## src/logic/sar_pkg.sv

```systemverilog
/*
 * Shared constants for the strain converter rate and status block:
 * register offsets, reset values, field positions and timing counts.
 * Assumes a 50 MHz pclk and a 32-bit APB register bus.
 */
package sar_pkg;

    // Register byte offsets
    localparam logic [7:0] OFF_RATE_MODE = 8'h00;
    localparam logic [7:0] OFF_CODED_RATE = 8'h04;
    localparam logic [7:0] OFF_FINE_RATE = 8'h08;
    localparam logic [7:0] OFF_STATE_FLAGS = 8'h0C;
    localparam logic [7:0] OFF_CONV_TIME = 8'h10;
    localparam logic [7:0] OFF_MS_CYCLE = 8'h14;
    localparam logic [7:0] OFF_IRQ_STATUS = 8'h18;
    localparam logic [7:0] OFF_IRQ_CLEAR = 8'h1C;
    localparam logic [7:0] OFF_IRQ_ENABLE = 8'h20;
    localparam logic [7:0] OFF_ANALOG = 8'h24;

    // Reset values
    localparam logic [15:0] RST_RATE_MODE = 16'h0000;
    localparam logic [7:0] RST_CODED_RATE = 8'h00;
    localparam logic [15:0] RST_FINE_RATE = 16'h0000;
    localparam logic [7:0] RST_MS_CYCLE = 8'h00;

    // Mode values
    localparam logic [15:0] MODE_CODED = 16'h0000;
    localparam logic [15:0] MODE_FINE = 16'h0001;

    // Module state flag positions
    localparam int FLG_INVALID = 0;
    localparam int FLG_OPEN = 1;
    localparam int FLG_SUPPLY = 3;
    localparam int FLG_EXCITE = 4;
    localparam int FLG_NOT_READY = 5;

    // Interrupt event positions
    localparam int EV_CONV = 0;
    localparam int EV_OPEN = 1;
    localparam int EV_SUPPLY = 2;
    localparam int EV_EXCITE = 3;
    localparam int EV_READY = 4;
    localparam int EV_W = 5;

    // Analog value shown instead of a measurement while the invalid flag is set (bad rate code, supply or excitation fault)
    localparam logic [15:0] INVALID_RANGE_VALUE = 16'h7FFF;

    // Timing
    localparam int CLK_HZ = 50_000_000;
    localparam int US_PER_S = 1_000_000;
    localparam int CYC_PER_US = CLK_HZ / US_PER_S;
    localparam int UPDATE_FAST_US = 50;
    localparam int UPDATE_SLOW_US = 100;
    // Rate units are 0.1 Hz, so a tick is due when the sum passes ten clock rates
    localparam int DHZ_PER_HZ = 10;
    localparam logic [29:0] RATE_WRAP = 30'(CLK_HZ * DHZ_PER_HZ);
    localparam int READY_TICKS = 4;

endpackage

```

## src/logic/sar_rate_gen.sv

```systemverilog
/*
 * Phase accumulator that turns a rate in 0.1 Hz units into filter step pulses.
 * Assumes the rate input is steady between steps and pclk at 50 MHz.
 */
`timescale 1ns/10ps
module sar_rate_gen (
    // Clock and reset
    input wire logic pclk,
    input wire logic presetn,
    // Rate
    input wire logic enable,
    input wire logic [16:0] rate_dhz,
    // Step
    output logic step_ff
);

    logic [29:0] acc_ff;
    logic [29:0] nxt_acc;

    always_comb begin
        nxt_acc = acc_ff + {13'h0000, rate_dhz};
    end

    // Remainder is kept on wrap so long-run rate stays exact
    always_ff @(posedge pclk or negedge presetn) begin
        if (!presetn) begin
            acc_ff <= 30'h00000000;
            step_ff <= 1'b0;
        end else if (!enable) begin
            acc_ff <= 30'h00000000;
            step_ff <= 1'b0;
        end else if (nxt_acc >= sar_pkg::RATE_WRAP) begin
            acc_ff <= nxt_acc - sar_pkg::RATE_WRAP;
            step_ff <= 1'b1;
        end else begin
            acc_ff <= nxt_acc;
            step_ff <= 1'b0;
        end
    end

endmodule

```

## src/logic/sar_top.sv

```systemverilog
/*
 * Rate selection, module state flags and conversion timestamp of a
 * single strain gauge converter, with an APB register slave and interrupt.
 * Assumes the converter's done pulse and raw data are synchronous to pclk;
 * the fault and open circuit pins are asynchronous and are synchronised here.
 */
`timescale 1ns/10ps

module sar_top (
    // Clock and reset
    input wire logic pclk,
    input wire logic presetn,
    // APB slave
    input wire logic psel,
    input wire logic penable,
    input wire logic pwrite,
    input wire logic [7:0] paddr,
    input wire logic [31:0] pwdata,
    output logic [31:0] prdata,
    output logic pready,
    output logic pslverr,
    // Converter side
    input wire logic adc_done,
    input wire logic [23:0] adc_raw,
    // Monitor pins
    input wire logic open_circuit_pin,
    input wire logic supply_fault_pin,
    input wire logic excite_fault_pin,
    // Filter control
    output logic fir_enable,
    output logic fir_step,
    output logic filter_clear,
    // Results
    output logic [15:0] analog_value,
    output logic analog_strobe,
    output logic io_update,
    output logic irq
);

    logic [15:0] rate_mode_ff;
    logic [7:0] coded_rate_ff;
    logic [15:0] fine_rate_ff;
    logic [7:0] ms_cycle_ff;
    logic [sar_pkg::EV_W-1:0] irq_status_ff;
    logic [sar_pkg::EV_W-1:0] irq_enable_ff;
    logic [31:0] conv_time_ff;
    logic [15:0] analog_ff;
    logic analog_strobe_ff;
    logic [31:0] prdata_ff;
    logic pready_ff;
    logic pslverr_ff;
    logic [1:0] open_sync_ff;
    logic [1:0] supply_sync_ff;
    logic [1:0] excite_sync_ff;
    logic open_ff;
    logic supply_ff;
    logic excite_ff;
    logic [2:0] ready_cnt_ff;
    logic fir_enable_ff;
    logic filter_clear_ff;
    logic [6:0] upd_cnt_ff;
    logic io_update_ff;
    logic irq_ff;

    logic [16:0] rate_dhz;
    logic rate_on;
    logic code_bad;
    logic fault;
    logic not_ready;
    logic invalid;
    logic [7:0] state_flags;
    logic wr_en;
    logic rd_en;
    logic addr_ok;
    logic [sar_pkg::EV_W-1:0] events;
    logic [sar_pkg::EV_W-1:0] clr_mask;
    logic step;
    logic us_tick;
    logic [31:0] us_count;
    logic [6:0] upd_period;

    // Coded rate in 0.1 Hz units; zero marks a code with no rate
    function automatic logic [16:0] code_to_dhz(input logic [3:0] code);
        logic [16:0] r;
        r = 17'h00000;
        unique case (code)
            4'h0: r = 17'h00019;
            4'h1: r = 17'h00032;
            4'h2: r = 17'h00064;
            4'h3: r = 17'h00096;
            4'h4: r = 17'h000FA;
            4'h5: r = 17'h0012C;
            4'h6: r = 17'h001F4;
            4'h7: r = 17'h00258;
            4'h8: r = 17'h003E8;
            4'h9: r = 17'h01388;
            4'hA: r = 17'h02710;
            4'hB: r = 17'h04E20;
            4'hC: r = 17'h0927C;
            4'hD: r = 17'h124F8;
            4'hE: r = 17'h00000;
            4'hF: r = 17'h00000;
        endcase
        return r;
    endfunction

    function automatic logic hit(input logic [7:0] addr, input logic [7:0] off);
        return addr == off;
    endfunction

    // Rate selection and filter enable
    always_comb begin
        code_bad = 1'b0;
        if (rate_mode_ff == sar_pkg::MODE_FINE) begin
            rate_dhz = {1'b0, fine_rate_ff};
            rate_on = fine_rate_ff != 16'h0000;
        end else begin
            rate_dhz = code_to_dhz(coded_rate_ff[3:0]);
            code_bad = coded_rate_ff[3:0] >= 4'hE;
            rate_on = !code_bad;
        end
    end

    // Pin synchronisers; only the second stage is read
    always_ff @(posedge pclk or negedge presetn) begin
        if (!presetn) begin
            open_sync_ff <= 2'h0;
            supply_sync_ff <= 2'h0;
            excite_sync_ff <= 2'h0;
        end else begin
            open_sync_ff <= {open_sync_ff[0], open_circuit_pin};
            supply_sync_ff <= {supply_sync_ff[0], supply_fault_pin};
            excite_sync_ff <= {excite_sync_ff[0], excite_fault_pin};
        end
    end

    // Registered copies give the edge detectors a previous value
    always_ff @(posedge pclk or negedge presetn) begin
        if (!presetn) begin
            open_ff <= 1'b0;
            supply_ff <= 1'b0;
            excite_ff <= 1'b0;
        end else begin
            open_ff <= open_sync_ff[1];
            supply_ff <= supply_sync_ff[1];
            excite_ff <= excite_sync_ff[1];
        end
    end

    assign fault = supply_ff || excite_ff;

    // Filter runs only when a valid rate is chosen and supplies are good
    always_ff @(posedge pclk or negedge presetn) begin
        if (!presetn) begin
            fir_enable_ff <= 1'b0;
            filter_clear_ff <= 1'b0;
        end else begin
            fir_enable_ff <= rate_on && !fault;
            filter_clear_ff <= fault;
        end
    end

    sar_rate_gen u_rate (
        .pclk(pclk),
        .presetn(presetn),
        .enable(fir_enable_ff),
        .rate_dhz(rate_dhz),
        .step_ff(step)
    );

    // Filter counts as ready after a few steps since it was last cleared or off
    always_ff @(posedge pclk or negedge presetn) begin
        if (!presetn) begin
            ready_cnt_ff <= 3'h0;
        end else if (!fir_enable_ff || filter_clear_ff) begin
            ready_cnt_ff <= 3'h0;
        end else if (step && ready_cnt_ff != 3'(sar_pkg::READY_TICKS)) begin
            ready_cnt_ff <= ready_cnt_ff + 3'h1;
        end
    end

    assign not_ready = fir_enable_ff && ready_cnt_ff != 3'(sar_pkg::READY_TICKS);
    assign invalid = code_bad || fault;

    always_comb begin
        state_flags = 8'h00;
        state_flags[sar_pkg::FLG_INVALID] = invalid;
        state_flags[sar_pkg::FLG_OPEN] = open_ff;
        state_flags[sar_pkg::FLG_SUPPLY] = supply_ff;
        state_flags[sar_pkg::FLG_EXCITE] = excite_ff;
        state_flags[sar_pkg::FLG_NOT_READY] = not_ready;
    end

    sar_us_timer u_timer (
        .pclk(pclk),
        .presetn(presetn),
        .us_tick_ff(us_tick),
        .us_count_ff(us_count)
    );

    // Conversion capture and timestamp
    always_ff @(posedge pclk or negedge presetn) begin
        if (!presetn) begin
            conv_time_ff <= 32'h00000000;
            analog_ff <= 16'h0000;
            analog_strobe_ff <= 1'b0;
        end else begin
            analog_strobe_ff <= adc_done;
            if (adc_done) begin
                conv_time_ff <= us_count;
                analog_ff <= invalid ? sar_pkg::INVALID_RANGE_VALUE : adc_raw[23:8];
            end
        end
    end

    // I/O update pacing for the multisampling model
    assign upd_period = ms_cycle_ff[0] ? 7'(sar_pkg::UPDATE_SLOW_US) : 7'(sar_pkg::UPDATE_FAST_US);

    always_ff @(posedge pclk or negedge presetn) begin
        if (!presetn) begin
            upd_cnt_ff <= 7'h00;
            io_update_ff <= 1'b0;
        end else if (us_tick && upd_cnt_ff >= upd_period - 7'h01) begin
            upd_cnt_ff <= 7'h00;
            io_update_ff <= 1'b1;
        end else begin
            if (us_tick) begin
                upd_cnt_ff <= upd_cnt_ff + 7'h01;
            end
            io_update_ff <= 1'b0;
        end
    end

    // APB decode; one wait state so read data comes from a flip-flop
    assign addr_ok = hit(paddr, sar_pkg::OFF_RATE_MODE) || hit(paddr, sar_pkg::OFF_CODED_RATE)
        || hit(paddr, sar_pkg::OFF_FINE_RATE) || hit(paddr, sar_pkg::OFF_STATE_FLAGS)
        || hit(paddr, sar_pkg::OFF_CONV_TIME) || hit(paddr, sar_pkg::OFF_MS_CYCLE)
        || hit(paddr, sar_pkg::OFF_IRQ_STATUS) || hit(paddr, sar_pkg::OFF_IRQ_CLEAR)
        || hit(paddr, sar_pkg::OFF_IRQ_ENABLE) || hit(paddr, sar_pkg::OFF_ANALOG);
    assign wr_en = psel && penable && pready_ff && pwrite && addr_ok;
    assign rd_en = psel && penable && !pready_ff && !pwrite;

    always_ff @(posedge pclk or negedge presetn) begin
        if (!presetn) begin
            pready_ff <= 1'b0;
            pslverr_ff <= 1'b0;
        end else begin
            pready_ff <= psel && penable && !pready_ff;
            pslverr_ff <= psel && penable && !pready_ff && !addr_ok;
        end
    end

    always_ff @(posedge pclk or negedge presetn) begin
        if (!presetn) begin
            prdata_ff <= 32'h00000000;
        end else if (rd_en) begin
            prdata_ff <= 32'h00000000;
            unique case (1'b1)
                hit(paddr, sar_pkg::OFF_RATE_MODE): prdata_ff[15:0] <= rate_mode_ff;
                hit(paddr, sar_pkg::OFF_CODED_RATE): prdata_ff[7:0] <= coded_rate_ff;
                hit(paddr, sar_pkg::OFF_FINE_RATE): prdata_ff[15:0] <= fine_rate_ff;
                hit(paddr, sar_pkg::OFF_STATE_FLAGS): prdata_ff[7:0] <= state_flags;
                hit(paddr, sar_pkg::OFF_CONV_TIME): prdata_ff <= conv_time_ff;
                hit(paddr, sar_pkg::OFF_MS_CYCLE): prdata_ff[7:0] <= ms_cycle_ff;
                hit(paddr, sar_pkg::OFF_IRQ_STATUS): prdata_ff[sar_pkg::EV_W-1:0] <= irq_status_ff;
                hit(paddr, sar_pkg::OFF_IRQ_ENABLE): prdata_ff[sar_pkg::EV_W-1:0] <= irq_enable_ff;
                hit(paddr, sar_pkg::OFF_ANALOG): prdata_ff[15:0] <= analog_ff;
                default: prdata_ff <= 32'h00000000;
            endcase
        end
    end

    // Configuration registers; reserved bits are stored as written
    always_ff @(posedge pclk or negedge presetn) begin
        if (!presetn) begin
            rate_mode_ff <= sar_pkg::RST_RATE_MODE;
            coded_rate_ff <= sar_pkg::RST_CODED_RATE;
            fine_rate_ff <= sar_pkg::RST_FINE_RATE;
            ms_cycle_ff <= sar_pkg::RST_MS_CYCLE;
            irq_enable_ff <= '0;
        end else if (wr_en) begin
            if (hit(paddr, sar_pkg::OFF_RATE_MODE)) begin
                rate_mode_ff <= pwdata[15:0];
            end
            if (hit(paddr, sar_pkg::OFF_CODED_RATE)) begin
                coded_rate_ff <= pwdata[7:0];
            end
            if (hit(paddr, sar_pkg::OFF_FINE_RATE)) begin
                fine_rate_ff <= pwdata[15:0];
            end
            if (hit(paddr, sar_pkg::OFF_MS_CYCLE)) begin
                ms_cycle_ff <= pwdata[7:0];
            end
            if (hit(paddr, sar_pkg::OFF_IRQ_ENABLE)) begin
                irq_enable_ff <= pwdata[sar_pkg::EV_W-1:0];
            end
        end
    end

    // Events: conversion done, rising open circuit and faults, filter becoming ready
    always_comb begin
        events = '0;
        events[sar_pkg::EV_CONV] = adc_done;
        events[sar_pkg::EV_OPEN] = open_sync_ff[1] && !open_ff;
        events[sar_pkg::EV_SUPPLY] = supply_sync_ff[1] && !supply_ff;
        events[sar_pkg::EV_EXCITE] = excite_sync_ff[1] && !excite_ff;
        events[sar_pkg::EV_READY] = step && fir_enable_ff && !filter_clear_ff
            && ready_cnt_ff == 3'(sar_pkg::READY_TICKS - 1);
        clr_mask = '0;
        if (wr_en && hit(paddr, sar_pkg::OFF_IRQ_CLEAR)) begin
            clr_mask = pwdata[sar_pkg::EV_W-1:0];
        end
    end

    // A new event in the clearing cycle survives the clear
    always_ff @(posedge pclk or negedge presetn) begin
        if (!presetn) begin
            irq_status_ff <= '0;
            irq_ff <= 1'b0;
        end else begin
            irq_status_ff <= (irq_status_ff & ~clr_mask) | events;
            irq_ff <= |(((irq_status_ff & ~clr_mask) | events) & irq_enable_ff);
        end
    end

    assign prdata = prdata_ff;
    assign pready = pready_ff;
    assign pslverr = pslverr_ff;
    assign fir_enable = fir_enable_ff;
    assign fir_step = step;
    assign filter_clear = filter_clear_ff;
    assign analog_value = analog_ff;
    assign analog_strobe = analog_strobe_ff;
    assign io_update = io_update_ff;
    assign irq = irq_ff;

endmodule

```

## src/logic/sar_us_timer.sv

```systemverilog
/*
 * Free running microsecond counter with a one-cycle tick per microsecond.
 * Assumes pclk at 50 MHz; the unsigned count wraps from all ones back to zero.
 */
`timescale 1ns/10ps
module sar_us_timer (
    // Clock and reset
    input wire logic pclk,
    input wire logic presetn,
    // Time
    output logic us_tick_ff,
    output logic [31:0] us_count_ff
);

    logic [5:0] div_ff;

    always_ff @(posedge pclk or negedge presetn) begin
        if (!presetn) begin
            div_ff <= 6'h00;
            us_tick_ff <= 1'b0;
            us_count_ff <= 32'h00000000;
        end else if (div_ff == 6'(sar_pkg::CYC_PER_US - 1)) begin
            div_ff <= 6'h00;
            us_tick_ff <= 1'b1;
            us_count_ff <= us_count_ff + 32'h00000001;
        end else begin
            div_ff <= div_ff + 6'h01;
            us_tick_ff <= 1'b0;
        end
    end

endmodule

```

## config.mk

```make
export PLATFORM = sky130hd
export DESIGN_NAME = sar_top
export DESIGN_NICKNAME = d
export VERILOG_FILES = /design/src/logic/sar_pkg.sv /design/src/logic/sar_rate_gen.sv /design/src/logic/sar_top.sv /design/src/logic/sar_us_timer.sv
export SDC_FILE = /design/constraint.sdc
export NUM_CORES = 1
export LEC_CHECK = 0
export ABC_AREA = 1
export BUFFER_PORTS_ARGS = -buffer_cell sky130_fd_sc_hd__clkbuf_2
export CAP_MARGIN = 15
export CORE_MARGIN = 3
export CORE_UTILIZATION = 45
export DETAILED_ROUTE_END_ITERATION = 10
export GPL_TIMING_DRIVEN = 0
export PLACE_DENSITY_LB_ADDON = 0.2
export SYNTH_ARGS = -nofsm -noshare
export SYNTH_HDL_FRONTEND = slang
export SYNTH_SLANG_ARGS = --single-unit
```

## constraint.sdc

```tcl
create_clock -name pclk -period 4.4 [get_ports pclk]
set_input_delay 0.22 -clock pclk [delete_from_list [all_inputs] [get_ports pclk]]
set_output_delay 0.22 -clock pclk [all_outputs]
set_load 0.02 [all_outputs]
```

==> results.json, run 1 <==
{
  "setup_tns_ns": 0,
  "crit_start": "rate_mode_ff[2]",
  "critical_path_required_ns": 4.78,
  "yosys.area.top_type": "dfrtp_1",
  "synth_flop_cell": "dfrtp_1",
  "final_antenna_net_count": 0,
  "fmax_ghz": 0.2294,
  "io_buffers": 104,
  "cts_max_level": 1,
  "cts_buffer_depth": 3,
  "cp_num_buf_inv": 5,
  "hold_viol": 0,
  "clk_pin_slew_worst_paths_ns": 0.06,
  "layout.area.seq_mm2": 0.005856,
  "synth_top_area_share_pct": 44.37,
  "setup.worst_path.class": "register to register",
  "routed_wl_um": 40070,
  "core-area_mm2": 0.02878,
  "synth_cell_types": 56,
  "crit_arrival_ns": 4.74,
  "yosysMostFrequentCell": "nand2_1",
  "leakagePower_nw": 7.970,
  "clock_latency_ns": 0.53,
  "worstPathMaxFanout": 8,
  "r2r-end": "u_rate.acc_ff[20]",
  "die_w_um": 177.2,
  "synth_common_cells": "527 x nand2_1, 254 x inv_1, 234 x dfrtp_1",
  "cpMaxStageDelayCell": "or4_4",
  "yosys-top-cells-area": "dfrtp_1 44%, nand2_1 15%, inv_1 7.2%",
  "dp_cells": 2252,
  "cts_root_buf": "clkbuf_16",
  "cts_tree": "built",
  "rsz0062_at_grt": "true",
  "avgSynthCellArea_um2": 7.489,
  "hold_path.class": "input port to register",
  "multi_input_area_mm2": 0.006928,
  "cp-endpoint": "u_rate.acc_ff[20]",
  "grt_pass1_wl_um": 63220,
  "rr_startpoint": "rate_mode_ff[2]",
  "slew_violations": 0,
  "cts.sink_count": 234,
  "status": "complete, no violations",
  "rows": 62,
  "post_dp_cell_area_mm2": 0.01426,
  "fin_ws_ns": 0.04144,
  "vias": 12480,
  "ys_ff_latch": 234,
  "drc": 0,
  "pre_cts_slack_ns": -0.8038,
  "worstSetupPathDepth": 34,
  "ys_seq_area_share_pct": 44.37,
  "holdWs_ns": 0.02530,
  "dieHeight_um": 177.2,
  "yosys_warnings": 0,
  "synth_edf_count": 0,
  "antenna_found_initial": 0,
  "drive_above_1_share_pct": 20.51,
  "grt-ovfl-total": 0,
  "io_pins": 129,
  "initial_core_util_pct": 45.85,
  "fin_nets": 2072,
  "grt_max_degree": 113,
  "ff2ff_setup_slack_ns": 0.04,
  "hpwl_um": 29500,
  "max_stage_delay_ns": 0.55,
  "r2r_cells": 34,
  "vias_per_cell": 5.279,
  "async_flop_share_pct": 100.0,
  "drt_iter0_markers": 1002,
  "syn2layout_area_growth_pct": 25.69,
  "critPathLaunchType": "register",
  "grt_pass1_vias": 12070,
  "ir_drop_mv": 0.2722,
  "period_needed_ns": 4.359,
  "syn_area_mm2": 0.01320,
  "final-setup-viol-count": 0,
  "crit_family": "simple AND/OR/NAND/NOR gates",
  "synth_cells": 1762,
  "gp_congestion": 0.9148,
  "tightest_slew_ns": 0.7827,
  "drv_cap": 0,
  "slew_headroom_pct": 47.63,
  "nFillCells": 2656,
  "antennaDiodeCount": 0,
  "fin_util_pct": 57.63,
  "grt_usage_pct": 25.27,
  "p_total_mw": 4.672,
  "cp-end-kind": "register",
  "crit_top_cell": "nand2_2",
  "wire_per_inst_um": 16.95,
  "finClkSkew_ns": 0.01245,
  "die_area_mm2": 0.03142,
  "first_pass_iters": 7,
  "fin_cells": 2364,
  "power.density_mw_per_mm2": 281.7,
  "fin_area_mm2": 0.01659,
  "period_share_pct": 99.06,
  "cts_buffers": 26,
  "synth_nets": 1872
}
## layer usage
layer  up-vias  share of wire, %  GRT usage, %
li1       6071                 -             -
met1      5955                44         34.72
met2       380                48         42.53
met3        74               5.1         2.467
met4         0               2.8         7.529
met5         -                 0             0
## placed cells by master (no fill, tap or decap), types with 18 or more instances in the layout
cell           Yosys  final
buf_4              1     33
clkbuf_1          35     33
clkbuf_16          0     27
clkbuf_2           0    103
dfrtp_1          234    234
dlygate4sd3_1      0     25
ha_1              36     20
inv_1            254    245
nand2_1          527    466
nand2_2           10     62
nand3_1           95     79
nand3b_1          20     20
nand4_1           28     28
nor2_1           134    115
nor2_2            12     18
nor3_1            20     20
o21ai_0          158    146
o21ai_2            1     18
xor2_1            34     34
## worst register-to-register path: cells and delay by family (launching register included)
family / cells / cell delay (ns)
fa+ha+maj: 2 / 0.38
compound gates: 3 / 0.28
buf+inv: 5 / 0.60
flops: 1 / 0.38
simple gates: 24 / 2.58
## power breakdown
part           switching [mW]  internal (mW)
logic                   0.161         0.0735
registers              0.0154           2.17
clock network           0.886           1.37
## registers in the layout, summed over array words and instances, names as in the netlist, 2 cells and up
name	count
ready_cnt_ff	3
rate_mode_ff	16
irq_status_ff	5
u_timer.us_count_ff	32
fine_rate_ff	16
prdata	32
coded_rate_ff	8
supply_sync_ff	2
u_timer.div_ff	6
open_sync_ff	2
irq_enable_ff	5
u_rate.acc_ff	30
excite_sync_ff	2
ms_cycle_ff	8
analog_value	16
conv_time_ff	32
upd_cnt_ff	7
## worst min-delay path by stage
stage | start | endpoint | slack [ns] | cells past startpoint
2_1_floorplan | presetn | analog_strobe | -0.08 | 0
3_3_place_gp | supply_fault_pin | supply_sync_ff[0] | 0.33 | 1
3_5_place_dp | presetn | analog_value[3] | 0.19 | 1
4_1_cts | adc_raw[22] | analog_value[14] | 0.003 | 4
5_1_grt | pwdata[13] | rate_mode_ff[13] | 0.008 | 3
6_report | pwdata[13] | rate_mode_ff[13] | 0.03 | 3
## repair_timing
action,4_1_cts,5_1_grt
hold buffers,25,0
resized for setup,106,128
hold endpoints to repair,71,0
gates cloned,5,0
buffers inserted,26,14
setup endpoints to repair,23,23
pin swaps,33,41
## cell families (layout without fill, tap and decap cells)
family / Yosys count / after routing / synth area share [%]
adders and majority gates: 37 / 37 / 3.565
DFF: 234 / 234 / 44.37
and+or+nand+nor: 874 / 874 / 28.55
xor gates and xnor gates: 48 / 48 / 3.186
AOI/OAI and AO/OA: 265 / 265 / 11.47
buffers and inverters: 304 / 522 / 8.856
## area by class of cell
type	instances	share of cell area, %
multi-input combinational	1224	41.77
tap	384	2.897
inverter	262	5.944
buffer	40	1.290
clock buffer	37	4.782
clock inverter	9	0.6110
timing repair buffer	174	7.407
sequential	234	35.30
No activity file was read; power rests on OpenSTA's default activity.
==> inputs of run 2 (changes only) <==
--- a/config.mk
+++ b/config.mk
@@ -13,6 +13,8 @@
 export DETAILED_ROUTE_END_ITERATION = 10
 export GPL_TIMING_DRIVEN = 0
 export PLACE_DENSITY_LB_ADDON = 0.2
+export RECOVER_POWER = 25
+export SETUP_SLACK_MARGIN = 0.2
 export SYNTH_ARGS = -nofsm -noshare
 export SYNTH_HDL_FRONTEND = slang
 export SYNTH_SLANG_ARGS = --single-unit
==> run 2 against run 1 <==
  * The flow now finishes with violations (max-capacitance violations, max-slew violations, negative setup slack)
  * Combinational power barely moved
  * Critical path depth fell by 5
  * Non-clock buffer count fell by 1
  * Die area did not move
  * Via count fell by 0.59%
  * Worst hold slack got worse by 0.0060 ns
  * Power barely moved
  * Wire length fell by 0.55%
  * Largest cell class unchanged
  * Largest power group unchanged
  * Final area fell by 1.0%
  * Clock power barely moved
  * Maximum frequency fell by 2.3%
==> results.json, run 2 (synthesis results as in run 1) <==
{
  "max_stage_delay_ns": 0.55,
  "io_pins": 129,
  "cts_buffers": 26,
  "final_antenna_net_count": 0,
  "fin_util_pct": 57.05,
  "cts_buffer_depth": 3,
  "status": "finished with violations",
  "routed_wl_um": 39850,
  "vias": 12410,
  "crit_arrival_ns": 4.86,
  "hold_viol": 0,
  "hold_path.class": "input port to register",
  "cts_max_level": 1,
  "setup.worst_path.class": "register to register",
  "cp-end-kind": "register",
  "clk_pin_slew_worst_paths_ns": 0.06,
  "leakagePower_nw": 7.928,
  "core-area_mm2": 0.02878,
  "comb_power_share_pct": 5.0,
  "period_needed_ns": 4.462,
  "worstPathMaxFanout": 10,
  "clockPowerShare_pct": 48.2,
  "wire_per_inst_um": 16.86,
  "multi_input_area_mm2": 0.006755,
  "ir_drop_mv": 0.2711,
  "layout.area.seq_mm2": 0.005856,
  "drt_iter0_markers": 900,
  "whs_path_depth": 3,
  "vias_per_cell": 5.250,
  "critical_path_required_ns": 4.79,
  "grt_pass1_vias": 12020,
  "gp_congestion": 0.9148,
  "fin_ws_ns": -0.06244,
  "cts_root_buf": "clkbuf_16",
  "cts.sink_count": 234,
  "power.density_mw_per_mm2": 284.6,
  "finClkSkew_ns": 0.01533,
  "cts_tree": "built",
  "syn2layout_area_growth_pct": 24.42,
  "layout_commonest_cell": "nand2_1",
  "violations": "max-capacitance violations, max-slew violations, negative setup slack",
  "dieHeight_um": 177.2,
  "fmax_ghz": 0.2241,
  "rows": 62,
  "clock_latency_ns": 0.54,
  "grt_max_degree": 113,
  "period_share_pct": 101.4,
  "die_w_um": 177.2,
  "cpMaxStageDelayCell": "or4_4",
  "fin_nets": 2071,
  "io_buffers": 104,
  "layout_common_cells": "479 x nand2_1, 244 x inv_1, 234 x dfrtp_1, 145 x o21ai_0, 115 x nor2_1",
  "slew_violations": 48,
  "tightest_slew_ns": 2.682,
  "grt_pass1_wl_um": 63000,
  "final-setup-viol-count": 10,
  "nFillCells": 2664,
  "drv_cap": 1,
  "pwr-share-seq_pct": 46.8,
  "initial_core_util_pct": 45.85,
  "grt_usage_pct": 25.19,
  "drc": 0,
  "antennaDiodeCount": 0,
  "die_area_mm2": 0.03142,
  "rsz0062_at_grt": "true",
  "r2r_cells": 29,
  "p_int_mw": 3.608,
  "p_sw_share_pct": 22.78,
  "slew_headroom_pct": -78.80,
  "first_pass_iters": 5,
  "critPathLaunchType": "register",
  "grt-ovfl-total": 0,
  "post_dp_cell_area_mm2": 0.01426,
  "hpwl_um": 29500,
  "fin_area_mm2": 0.01642,
  "antenna_found_initial": 0,
  "p_sw_mw": 1.064,
  "drive_above_1_share_pct": 18.54
}
run 2: repair_timing:
item,in CTS,in global routing
hold buffers,25,0
hold endpoints to repair,71,0
resized for setup,81,116
pin swaps,28,37
endpoints found under the setup margin,23,23
gates cloned,4,0
buffers inserted,23,13
run 2: area by class of cell:
class	instances	share of cell area (%)
Multi-Input combinational cell	1224	41.14
Clock inverter	9	0.6172
Timing Repair Buffer	171	7.354
Inverter	262	6.005
Tap cell	384	2.926
Buffer	42	1.463
Sequential cell	234	35.66
Clock buffer	37	4.831
run 2: routing by layer:
layer  share of wire, %  global-route usage (%)  wire length [um]
met1                 44                   34.45             17620
met2                 48                   42.32             19230
met3                4.8                   2.660              1908
met4                2.7                   7.725              1093
met5                  0                       0                 0
run 2: worst paths after layout:
| path | startpoint | endpoint | slack, ns |
|---|---|---|---|
| worst max-delay path | rate_mode_ff[2] | u_rate.acc_ff[19] | -0.06 |
| worst min-delay path | pwdata[13] | rate_mode_ff[13] | 0.02 |
| worst max register to register | rate_mode_ff[2] | u_rate.acc_ff[19] | -0.06 |
| worst min register to register | supply_sync_ff[0] | supply_sync_ff[1] | 0.35 |
| max in group asynchronous | presetn | u_timer.us_count_ff[18] | 0.55 |
| min in group asynchronous | presetn | analog_value[3] | 1.07 |
run 2: critical path: cells and delay by family, from the launching register on:
kind	cells	cell delay, ns
adders and majority gates	2	0.51
and+or+nand+nor	20	2.63
buffers and inverters	5	0.59
AOI/OAI and AO/OA	2	0.17
DFF	1	0.39
run 2: power groups by stage:
stage,registers (mW),clock network (mW),logic [mW]
floorplan,2.24,0,0.0691
global placement,2.23,0,0.199
detailed placement,2.22,0,0.208
CTS,2.19,2.29,0.231
global route,2.19,2.38,0.256
finish,2.19,2.25,0.231
run 2: through the flow:
| step | TNS [ns] | std cells | hold slack (ns) | setup WS [ns] | power (mW) |
|---|---|---|---|---|---|
| floorplan | 0 | 1762 | -0.07559 | 0.3199 | 2.305 |
| global placement | -403.95 | 2250 | 0.3292 | -1.682 | 2.425 |
| detailed placement | -15.85 | 2252 | 0.1938 | -0.8038 | 2.433 |
| CTS | -2.419 | 2350 | 0.002834 | -0.1755 | 4.709 |
| global route | -20.01 | 2363 | 0.008393 | -0.2264 | 4.826 |
| finish | -0.2577 | 2363 | 0.01928 | -0.06244 | 4.672 |
